`src/rtl/slot_io_regs.vh`:
```
// Constants for the integer and divisions slot exchange
`ifndef SLOT_IO_REGS_VH
`define SLOT_IO_REGS_VH
`define MAX_SLOTS 4
`define SEL_LSB 0
`define SEL_MSB 2
`define SEL_GROSS 3'h0
`define SEL_NET 3'h1
`define SEL_DISP 3'h2
`define SEL_TARE 3'h3
`define SEL_TARGET 3'h4
`define SEL_RATE 3'h5
`define CMD_LOAD_TARE 3
`define CMD_CLEAR_TARE 4
`define CMD_TARE 5
`define CMD_PRINT 6
`define CMD_ZERO 7
`define CMD_TARGET 8
`define CMD_MSG_LSB 9
`define CMD_MSG_MSB 11
`define CMD_OUT_LSB 12
`define CMD_OUT_MSB 14
`define CMD_LOAD_TARGET 15
`define ST_TARGET_LSB 0
`define ST_CMP_LSB 3
`define ST_ENTER 8
`define ST_IN_LSB 9
`define ST_MOTION 12
`define ST_NET 13
`define ST_UPDATING 14
`define ST_DATA_OK 15
`define MSG_PROMPT 3'h6
`define TARE_WAIT_MS 3000
`define CLK_KHZ 100000
`endif

```
`src/rtl/slot_word_mem.v`:
```
// Small register-output memory holding the per-slot input words
`timescale 1ns/1ps
`default_nettype none
module slot_word_mem (
    input wire clk,
    input wire we,
    input wire [1:0] waddr,
    input wire [31:0] wdata,
    input wire [1:0] raddr,
    output reg [31:0] rdata
);
    reg [31:0] mem [0:3];
    always @(posedge clk) begin
        if (we) begin
            mem[waddr] <= wdata;
        end
        rdata <= mem[raddr];
    end
endmodule
`default_nettype wire

```
`src/rtl/scale_plc_integer_slot_io.v`:
```
// Integer and divisions format slot exchange between scale and controller
// Notes on behaviour
// - Each slot two words in, two out
// - First input word is selected signed weight
// - Select codes 0..5, above five gives gross
// - Status bits 0..2 show target logic
// - Status bits 3..7 show comparators five..one
// - Enter bit held until message field changes
// - Status bits 9..11 mirror hardware inputs
// - Status bit 12 shows motion
// - Status bit 13 shows net mode
// - Status bit 14 flags update in progress
// - Data ok bit; bad forces weight zero
// - Load tare rise copies value, net mode
// - Clear tare rise zeroes tare, gross mode
// - Tare rise takes weight once still, waits out motion up to three seconds
// - Print and zero requests on rising edges
// - Target start on rise, abort on fall
// - Message code from zero starts message event
// - Output bits drive free outputs by level
// - Load target rise copies value to target
// - Commands beyond select only in slot one
`timescale 1ns/1ps
`default_nettype none
`include "slot_io_regs.vh"
module scale_plc_integer_slot_io (
    input wire clk,
    input wire srst,
    input wire update_tick,
    input wire [2:0] slot_count_m1,
    input wire [127:0] out_words,
    input wire signed [15:0] gross_weight,
    input wire signed [15:0] displayed_weight,
    input wire signed [15:0] rate_value,
    input wire [2:0] target_state,
    input wire [4:0] comparator_state,
    input wire enter_key,
    input wire [2:0] hw_inputs,
    input wire motion,
    input wire data_ok,
    input wire [2:0] outputs_in_use,
    output reg [127:0] in_words,
    output reg signed [15:0] tare_q,
    output reg signed [15:0] target_q,
    output reg net_mode_q,
    output reg print_req_q,
    output reg zero_req_q,
    output reg target_start_q,
    output reg target_abort_q,
    output reg msg_event_q,
    output reg [2:0] message_code_var,
    output reg prompt_start_flag,
    output reg [2:0] discrete_out_q
);
    // Tare window of three seconds counted in clock cycles
    localparam [31:0] TARE_WAIT_CYC = `TARE_WAIT_MS * `CLK_KHZ;
    localparam [1:0] ST_IDLE = 2'h0;
    localparam [1:0] ST_FILL = 2'h1;
    localparam [1:0] ST_DONE = 2'h2;

    // Pin-side inputs pass two flops before use
    reg [31:0] sync1_q, sync2_q;
    wire enter_s = sync2_q[0];
    wire [2:0] hwin_s = sync2_q[3:1];
    wire motion_s = sync2_q[4];
    wire data_ok_s = sync2_q[5];
    wire [4:0] cmp_s = sync2_q[10:6];
    wire [2:0] tgt_s = sync2_q[13:11];
    wire [2:0] inuse_s = sync2_q[16:14];

    reg [15:0] cmd_prev_q;
    reg [1:0] state_q;
    reg [2:0] slot_q;
    reg [2:0] rd_slot_q;
    reg enter_q;
    reg [31:0] tare_wait_q;
    reg tare_pend_q;
    wire [31:0] mem_rdata;
    reg signed [15:0] gross_sync_q, gross_s1_q;
    reg signed [15:0] disp_sync_q, disp_s1_q;
    reg signed [15:0] rate_sync_q, rate_s1_q;
    integer i;

    // Command word of one slot
    function [15:0] slot_cmd;
        input [127:0] words;
        input [1:0] idx;
        begin
            slot_cmd = words[idx * 32 + 16 +: 16];
        end
    endfunction

    // Select codes above five report gross weight
    function signed [15:0] pick_weight;
        input [2:0] sel;
        input signed [15:0] gross;
        input signed [15:0] net;
        input signed [15:0] disp;
        input signed [15:0] tare;
        input signed [15:0] tgt;
        input signed [15:0] rate;
        begin
            case (sel)
                `SEL_NET: pick_weight = net;
                `SEL_DISP: pick_weight = disp;
                `SEL_TARE: pick_weight = tare;
                `SEL_TARGET: pick_weight = tgt;
                `SEL_RATE: pick_weight = rate;
                default: pick_weight = gross;
            endcase
        end
    endfunction

    // Only the first slot's command word drives actions; the rest only select
    wire [15:0] cmd0 = slot_cmd(out_words, 2'h0);
    wire [15:0] val0 = out_words[15:0];
    // Edges are taken against the command word held at the previous tick
    wire [15:0] rise = cmd0 & ~cmd_prev_q;
    wire [15:0] fall = ~cmd0 & cmd_prev_q;
    wire [2:0] msg_now = cmd0[`CMD_MSG_MSB:`CMD_MSG_LSB];
    wire [2:0] msg_prev = cmd_prev_q[`CMD_MSG_MSB:`CMD_MSG_LSB];
    wire signed [15:0] net_w = gross_sync_q - tare_q;

    // Status word as stored for each slot during the fill
    wire [15:0] status_w;
    assign status_w[`ST_TARGET_LSB +: 3] = tgt_s;
    assign status_w[`ST_CMP_LSB +: 5] = {cmp_s[0], cmp_s[1], cmp_s[2], cmp_s[3], cmp_s[4]};
    assign status_w[`ST_ENTER] = enter_q;
    assign status_w[`ST_IN_LSB +: 3] = hwin_s;
    assign status_w[`ST_MOTION] = motion_s;
    assign status_w[`ST_NET] = net_mode_q;
    assign status_w[`ST_UPDATING] = (state_q != ST_IDLE);
    assign status_w[`ST_DATA_OK] = data_ok_s;

    always @(posedge clk) begin
        sync1_q <= {15'h0000, inuse_pins(outputs_in_use), tgt_pins(target_state),
            comparator_state, data_ok, motion, hw_inputs, enter_key};
        sync2_q <= sync1_q;
        gross_s1_q <= gross_weight;
        gross_sync_q <= gross_s1_q;
        disp_s1_q <= displayed_weight;
        disp_sync_q <= disp_s1_q;
        rate_s1_q <= rate_value;
        rate_sync_q <= rate_s1_q;
    end

    function [2:0] inuse_pins;
        input [2:0] v;
        begin
            inuse_pins = v;
        end
    endfunction

    function [2:0] tgt_pins;
        input [2:0] v;
        begin
            tgt_pins = v;
        end
    endfunction

    // Command handling; edge actions once per update cycle, tare wait and enter latch every clock
    always @(posedge clk) begin
        if (srst) begin
            cmd_prev_q <= 16'h0000;
            tare_q <= 16'h0000;
            target_q <= 16'h0000;
            net_mode_q <= 1'b0;
            print_req_q <= 1'b0;
            zero_req_q <= 1'b0;
            target_start_q <= 1'b0;
            target_abort_q <= 1'b0;
            msg_event_q <= 1'b0;
            message_code_var <= 3'h0;
            prompt_start_flag <= 1'b0;
            discrete_out_q <= 3'h0;
            enter_q <= 1'b0;
            tare_pend_q <= 1'b0;
            tare_wait_q <= 32'h0000_0000;
        end else begin
            print_req_q <= 1'b0;
            zero_req_q <= 1'b0;
            target_start_q <= 1'b0;
            target_abort_q <= 1'b0;
            msg_event_q <= 1'b0;
            // Pending tare waits for stillness, gives up after the window
            if (tare_pend_q) begin
                if (!motion_s) begin
                    tare_q <= gross_sync_q;
                    net_mode_q <= 1'b1;
                    tare_pend_q <= 1'b0;
                end else if (tare_wait_q == 32'h0000_0000) begin
                    tare_pend_q <= 1'b0;
                end else begin
                    tare_wait_q <= tare_wait_q - 32'h0000_0001;
                end
            end
            // Edge actions fire only at the update tick
            if (update_tick) begin
                cmd_prev_q <= cmd0;
                if (rise[`CMD_LOAD_TARE]) begin
                    tare_q <= val0;
                    net_mode_q <= 1'b1;
                end
                if (rise[`CMD_CLEAR_TARE]) begin
                    tare_q <= 16'h0000;
                    net_mode_q <= 1'b0;
                end
                if (rise[`CMD_TARE]) begin
                    tare_pend_q <= 1'b1;
                    tare_wait_q <= TARE_WAIT_CYC[31:0];
                end
                print_req_q <= rise[`CMD_PRINT];
                zero_req_q <= rise[`CMD_ZERO];
                target_start_q <= rise[`CMD_TARGET];
                target_abort_q <= fall[`CMD_TARGET];
                if (rise[`CMD_LOAD_TARGET]) begin
                    target_q <= val0;
                end
                if (msg_prev == 3'h0 && msg_now != 3'h0) begin
                    msg_event_q <= 1'b1;
                    message_code_var <= msg_now;
                    if (msg_now == `MSG_PROMPT) begin
                        prompt_start_flag <= 1'b1;
                    end
                end
                // Free outputs follow command bits by level
                discrete_out_q <= (cmd0[`CMD_OUT_MSB:`CMD_OUT_LSB] & ~inuse_s) |
                    (discrete_out_q & inuse_s);
            end
            // Enter press wins over a clear in the same cycle
            if (enter_s) begin
                enter_q <= 1'b1;
            end else if (update_tick && msg_now != msg_prev) begin
                enter_q <= 1'b0;
            end
        end
    end

    // Refresh walk over the configured slots
    wire [1:0] last_slot = (slot_count_m1 > 3'h3) ? 2'h3 : slot_count_m1[1:0];
    // Read data lag the address by a cycle, so the drain runs one past the last slot
    wire [2:0] rd_end = {1'b0, last_slot} + 3'h1;
    wire [15:0] cmd_cur = slot_cmd(out_words, slot_q[1:0]);
    wire [2:0] sel_cur = cmd_cur[`SEL_MSB:`SEL_LSB];
    wire signed [15:0] wt_cur = data_ok_s ? pick_weight(sel_cur, gross_sync_q, net_w,
        disp_sync_q, tare_q, target_q, rate_sync_q) : 16'h0000;

    // Slot words are staged here, then copied out to the port in one pass
    slot_word_mem u_mem (
        .clk(clk),
        .we(state_q == ST_FILL),
        .waddr(slot_q[1:0]),
        .wdata({status_w, wt_cur}),
        .raddr(rd_slot_q[1:0]),
        .rdata(mem_rdata)
    );

    always @(posedge clk) begin
        if (srst) begin
            state_q <= ST_IDLE;
            slot_q <= 3'h0;
            rd_slot_q <= 3'h0;
            in_words <= 128'h0;
        end else begin
            case (state_q)
                ST_IDLE: begin
                    if (update_tick) begin
                        state_q <= ST_FILL;
                        slot_q <= 3'h0;
                    end
                end
                ST_FILL: begin
                    if (slot_q[1:0] == last_slot) begin
                        state_q <= ST_DONE;
                        rd_slot_q <= 3'h0;
                    end else begin
                        slot_q <= slot_q + 3'h1;
                    end
                end
                ST_DONE: begin
                    // Drain copies each slot out one cycle behind its read address
                    rd_slot_q <= rd_slot_q + 3'h1;
                    if (rd_slot_q != 3'h0) begin
                        in_words[(rd_slot_q - 3'h1) * 32 +: 32] <= mem_rdata;
                    end
                    if (rd_slot_q == rd_end) begin
                        state_q <= ST_IDLE;
                    end
                end
                default: state_q <= ST_IDLE;
            endcase
            // Update-in-progress flag is visible in every slot during the walk
            for (i = 0; i < `MAX_SLOTS; i = i + 1) begin
                in_words[i * 32 + 16 + `ST_UPDATING] <= (state_q != ST_IDLE) ||
                    update_tick;
            end
        end
    end
endmodule
`default_nettype wire

```
`config.mk`:
```
export PLATFORM = sky130hd
export DESIGN_NAME = scale_plc_integer_slot_io
export DESIGN_NICKNAME = d
export VERILOG_FILES = /design/src/rtl/slot_word_mem.v /design/src/rtl/scale_plc_integer_slot_io.v
export VERILOG_INCLUDE_DIRS = /design/src /design/src/rtl
export SDC_FILE = /design/constraint.sdc
export NUM_CORES = 1
export LEC_CHECK = 0
export BUFFER_PORTS_ARGS = -buffer_cell sky130_fd_sc_hd__buf_2
export CAP_MARGIN = 10
export CORE_UTILIZATION = 51
export CTS_BUF_LIST = sky130_fd_sc_hd__clkbuf_4 sky130_fd_sc_hd__clkbuf_8
export CTS_CLUSTER_DIAMETER = 150
export DETAILED_ROUTE_END_ITERATION = 6
export PLACE_DENSITY = 0.78
export SETUP_SLACK_MARGIN = 0.15
export SYNTH_ARGS = -nofsm -noshare
export SYNTH_HDL_FRONTEND = slang
export SYNTH_SLANG_ARGS = --single-unit
export TNS_END_PERCENT = 1
```
`constraint.sdc`:
```
create_clock -name clk -period 2.6 [get_ports clk]
set_input_delay 0.39 -clock clk [delete_from_list [all_inputs] [get_ports clk]]
set_output_delay 0.39 -clock clk [all_outputs]
set_load 0.01 [all_outputs]
```
==> report_table.html <==
<table>
<tr><th>Metric</th><th>Value</th></tr>
<tr><th colspan="2">Timing</th></tr>
<tr><td>Achievable clock frequency</td><td>396 MHz</td></tr>
<tr><td>Final worst path period need</td><td>2.52 ns</td></tr>
<tr><td>Unrepaired setup endpoints after global routing</td><td>yes</td></tr>
<tr><td>Part of the cycle the worst path needs</td><td>97.0%</td></tr>
<tr><td>Final Setup Violations</td><td>0</td></tr>
<tr><td>Slew at the pin closest to its max-slew limit</td><td>0.699 ns</td></tr>
<tr><td>Count of pins over their slew limit</td><td>0</td></tr>
<tr><td>Normalized max-slew margin</td><td>53.3%</td></tr>
<tr><td>Post-Route Skew</td><td>0.0215 ns</td></tr>
<tr><td>Final number of hold-violating endpoints</td><td>0</td></tr>
<tr><td>Fin worst setup slack</td><td>0.0777 ns</td></tr>
<tr><th colspan="2">Synthesis</th></tr>
<tr><td>Commonest cells in the netlist</td><td>sky130_fd_sc_hd__dfxtp_1, sky130_fd_sc_hd__a21oi_1, sky130_fd_sc_hd__nand2_1</td></tr>
<tr><td>Number of distinct library cells after synthesis</td><td>71</td></tr>
<tr><td>Most instantiated library cell after synthesis</td><td>sky130_fd_sc_hd__dfxtp_1</td></tr>
<tr><td>Share of the synthesized area in the top cell type</td><td>41.8%</td></tr>
<tr><td>Synthesized Nets</td><td>1846</td></tr>
<tr><td>Total number of yosys warnings</td><td>0</td></tr>
<tr><td>Cell type with the largest total area after synthesis</td><td>sky130_fd_sc_hd__dfxtp_1</td></tr>
<tr><td>Number of flops mapped to enable cells by yosys</td><td>124</td></tr>
<tr><td>Number of storage elements in the synthesis netlist</td><td>506</td></tr>
<tr><td>Post-Syn Area</td><td>0.0183 mm²</td></tr>
<tr><td>Largest cells by area after synthesis</td><td>sky130_fd_sc_hd__dfxtp_1, sky130_fd_sc_hd__edfxtp_1, sky130_fd_sc_hd__a21oi_1</td></tr>
<tr><td>Sequential fraction of the synthesis area</td><td>62.2%</td></tr>
<tr><td>Mean area per synthesized cell</td><td>11.3 µm²</td></tr>
<tr><td>Instance count of the mapped netlist</td><td>1613</td></tr>
<tr><td>Post-synth ARST share</td><td>0%</td></tr>
<tr><td>Prevailing post-synth register cell</td><td>sky130_fd_sc_hd__dfxtp_1</td></tr>
<tr><th colspan="2">Placed design</th></tr>
<tr><td>Post-DP Area</td><td>0.0206 mm²</td></tr>
<tr><td>HPWL after detailed placement</td><td>28.7 mm</td></tr>
<tr><td>Final weighted congestion in routability-driven placement</td><td>0.888</td></tr>
<tr><td>Post-Place Setup Slack</td><td>-0.0130 ns</td></tr>
<tr><td>Count of input and output buffers</td><td>284</td></tr>
<tr><td>Count of placed standard cells including taps</td><td>2319</td></tr>
<tr><th colspan="2">Routing</th></tr>
<tr><td>1st-iter DRT viols</td><td>1093</td></tr>
<tr><td>Detailed Route WL</td><td>46.4 mm</td></tr>
<tr><td>Total via count in the routed design</td><td>14.0k</td></tr>
<tr><td>Post-detailed-route DRC marker count</td><td>0</td></tr>
<tr><td>Drt wl/cell</td><td>18.2 µm</td></tr>
<tr><td>Vias/cell</td><td>5.48</td></tr>
<tr><td>Met3 WL</td><td>4.09 mm</td></tr>
<tr><td>Met2 Routed Length</td><td>22.7 mm</td></tr>
<tr><td>Post-route met1 wirelength</td><td>18.4 mm</td></tr>
<tr><td>Antenna viol nets, final</td><td>0</td></tr>
<tr><td>Uppermost layer routed</td><td>met4</td></tr>
<tr><td>1st-pass router iterations</td><td>6</td></tr>
<tr><th colspan="2">Min path</th></tr>
<tr><td>HP Class</td><td>in -&gt; reg</td></tr>
<tr><th colspan="2">CTS</th></tr>
<tr><td>Number of buffers added by the clock tree synthesis step</td><td>78</td></tr>
<tr><td>Number of buffers between clock root and the deepest sink</td><td>3</td></tr>
<tr><td>CTS tree</td><td>done</td></tr>
<tr><td>Sink count of the clock tree</td><td>506</td></tr>
<tr><td>Clock insertion delay at the later pin of the skew report</td><td>0.63 ns</td></tr>
<tr><td>Max H-tree Level</td><td>3</td></tr>
<tr><td>Root buffer selected by CTS</td><td>sky130_fd_sc_hd__clkbuf_8</td></tr>
<tr><td>Reg clk slew, reported paths</td><td>0.06 ns</td></tr>
<tr><th colspan="2">Worst setup path</th></tr>
<tr><td>Required time at the worst-slack endpoint</td><td>3.09 ns</td></tr>
<tr><td>Endpoint type of the worst setup path</td><td>register</td></tr>
<tr><td>Start-to-end type of the worst setup path</td><td>reg -&gt; reg</td></tr>
<tr><td>Critical path arrival</td><td>3.02 ns</td></tr>
<tr><td>Category of the worst setup path launch point</td><td>register</td></tr>
<tr><td>Largest fanout on the critical path</td><td>4</td></tr>
<tr><th colspan="2">Final layout</th></tr>
<tr><td>Core occupancy in the finished layout</td><td>66.8%</td></tr>
<tr><td>Final cell count without fillers</td><td>2552</td></tr>
<tr><td>Filler instances</td><td>2465</td></tr>
<tr><td>Design Area, Final</td><td>0.0233 mm²</td></tr>
<tr><td>Net count reported at finish</td><td>2267</td></tr>
<tr><td>Area overhead of the layout relative to synthesis</td><td>27.4%</td></tr>
<tr><td>Layout cell share with drive strength beyond 1</td><td>27.7%</td></tr>
<tr><td>Antenna diode instance count</td><td>0</td></tr>
<tr><th colspan="2">GRT</th></tr>
<tr><td>Antenna violations before repair</td><td>0</td></tr>
<tr><td>Total gr overflow</td><td>0</td></tr>
<tr><td>GR Util All Layers</td><td>24.9%</td></tr>
<tr><td>Maximum number of pins on one net before global-route repair</td><td>125</td></tr>
<tr><td>First-pass GRT wire length</td><td>71.5 mm</td></tr>
<tr><td>Number of global-route vias before repair</td><td>13.8k</td></tr>
<tr><th colspan="2">Power</th></tr>
<tr><td>Overall power of the completed layout</td><td>17.1 mW</td></tr>
<tr><td>VDD IR-drop max</td><td>0.506 mV</td></tr>
<tr><td>Static leakage</td><td>9.40 nW</td></tr>
<tr><td>Total power density per cell area</td><td>732 mW/mm²</td></tr>
<tr><th colspan="2">Flow run</th></tr>
<tr><td>Max-cap check violation count</td><td>0</td></tr>
<tr><th colspan="2">Outcome</th></tr>
<tr><td>Status</td><td>complete, no violations</td></tr>
<tr><th colspan="2">Floorplan</th></tr>
<tr><td>Area of the die</td><td>0.0366 mm²</td></tr>
<tr><td>Initial cell density of the core</td><td>52.4%</td></tr>
<tr><td>Die Y</td><td>191 µm</td></tr>
<tr><td>Core area</td><td>0.0349 mm²</td></tr>
<tr><td>I/O pin count</td><td>372</td></tr>
<tr><td>Width of the chip</td><td>191 µm</td></tr>
<tr><td>Standard-cell rows</td><td>68</td></tr>
</table>
## registers in the layout, indices dropped and copies added, names as in the netlist, 2 cells and up, named ones only
register and cells:
rate_sync_q 16, gross_s1_q 16, state_q 2, slot_q 2
tare_wait_q 32, target_q 16, disp_sync_q 16, u_mem.mem 124
sync2_q 17, tare_q 16, message_code_var 3, cmd_prev_q 10
rate_s1_q 16, sync1_q 17, rd_slot_q 3, disp_s1_q 16
u_mem.rdata 31, gross_sync_q 16, in_words 125
## final timing paths
kind | from | endpoint | slack, ns | cells past startpoint
min | out_words[10] | target_q[10] | 0.03 | 3
max | gross_sync_q[0] | u_mem.mem[0][10] | 0.08 | 11
max reg2reg | gross_sync_q[0] | u_mem.mem[0][10] | 0.08 | 11
min reg2reg | disp_s1_q[2] | disp_sync_q[2] | 0.32 | 0
## critical path, stage by stage (launching register included)
cell,delay [ns]
sky130_fd_sc_hd__dfxtp_1,0.29
sky130_fd_sc_hd__inv_1,0.08
sky130_fd_sc_hd__ha_1,0.16
sky130_fd_sc_hd__inv_1,0.05
sky130_fd_sc_hd__fa_1,0.40
sky130_fd_sc_hd__a211oi_2,0.23
sky130_fd_sc_hd__o211ai_1,0.17
sky130_fd_sc_hd__a221oi_2,0.34
sky130_fd_sc_hd__xnor2_1,0.17
sky130_fd_sc_hd__nand2_1,0.09
sky130_fd_sc_hd__a21oi_2,0.23
sky130_fd_sc_hd__buf_4,0.18
## cells by family (layout without fill, tap and decap cells)
logic type	count (synthesis)	count (layout)	share of synthesized area, %
and+or+nand+nor	490	490	12.7
xor gates and xnor gates	47	47	2.25
DFF	506	506	62.2
buffers and inverters	137	621	2.98
muxes	109	109	8.33
AOI/OAI and AO/OA	290	290	9.24
adders and majority gates	34	34	2.37
## power breakdown
group          leakage (nW)  internal [mW]  switching, mW
registers              4.29           8.39          0.213
clock network         0.880           3.93           3.04
logic                  4.23          0.667          0.827
total                  9.40           13.0           4.08
## stage by stage
stage	hold slack (ns)	setup TNS, ns
final	0.0287	0
after global routing	0.0149	-0.0725
after CTS	0.000412	0
after detailed placement	0.312	-0.0298
after global placement	0.312	-0.0376
after floorplan	0.310	0
## cell usage in the layout, fill, tap and decap left out, types with 13 or more instances in the layout
master	netlist	layout
sky130_fd_sc_hd__dfxtp_1	382	378
sky130_fd_sc_hd__mux2i_1	69	68
sky130_fd_sc_hd__inv_1	36	34
sky130_fd_sc_hd__a211oi_1	22	21
sky130_fd_sc_hd__nor2_1	130	129
sky130_fd_sc_hd__edfxtp_1	124	124
sky130_fd_sc_hd__clkbuf_4	0	28
sky130_fd_sc_hd__o21ai_0	31	29
sky130_fd_sc_hd__mux4_2	34	34
sky130_fd_sc_hd__nor3_1	14	13
sky130_fd_sc_hd__a21oi_1	165	161
sky130_fd_sc_hd__buf_4	3	64
sky130_fd_sc_hd__ha_1	33	29
sky130_fd_sc_hd__clkbuf_8	0	88
sky130_fd_sc_hd__nand3_1	108	105
sky130_fd_sc_hd__nand2_1	154	154
sky130_fd_sc_hd__dlygate4sd3_1	0	80
sky130_fd_sc_hd__buf_2	9	283
sky130_fd_sc_hd__xor2_1	36	36
## routing by layer
layer / vias to the layer above / global-route usage (%)
met2: 651 / 42.0
met3: 103 / 5.47
met1: 6671 / 31.0
met5: - / 0
li1: 6565 / -
met4: 0 / 9.80
## area by class of cell
cell class	instances	area (µm²)	area share [%]
flip-flops and latches	506	11400	48.8
multi-input cells	970	6550	28.1
well taps	455	569	2.44
clock buffers	116	1420	6.10
clock inverters	27	246	1.06
inverters	36	140	0.601
repair buffers	442	3010	12.9
## timing repair
action | in CTS | in global routing
hold buffers | 80 | 0
resized for setup | 2 | 32
setup endpoints to repair | 83 | 114
cloned | 1 | 2
hold endpoints to repair | 81 | 0
pin swaps | 2 | 11
buffers inserted | 1 | 6
(Power assumes the default switching activity.)
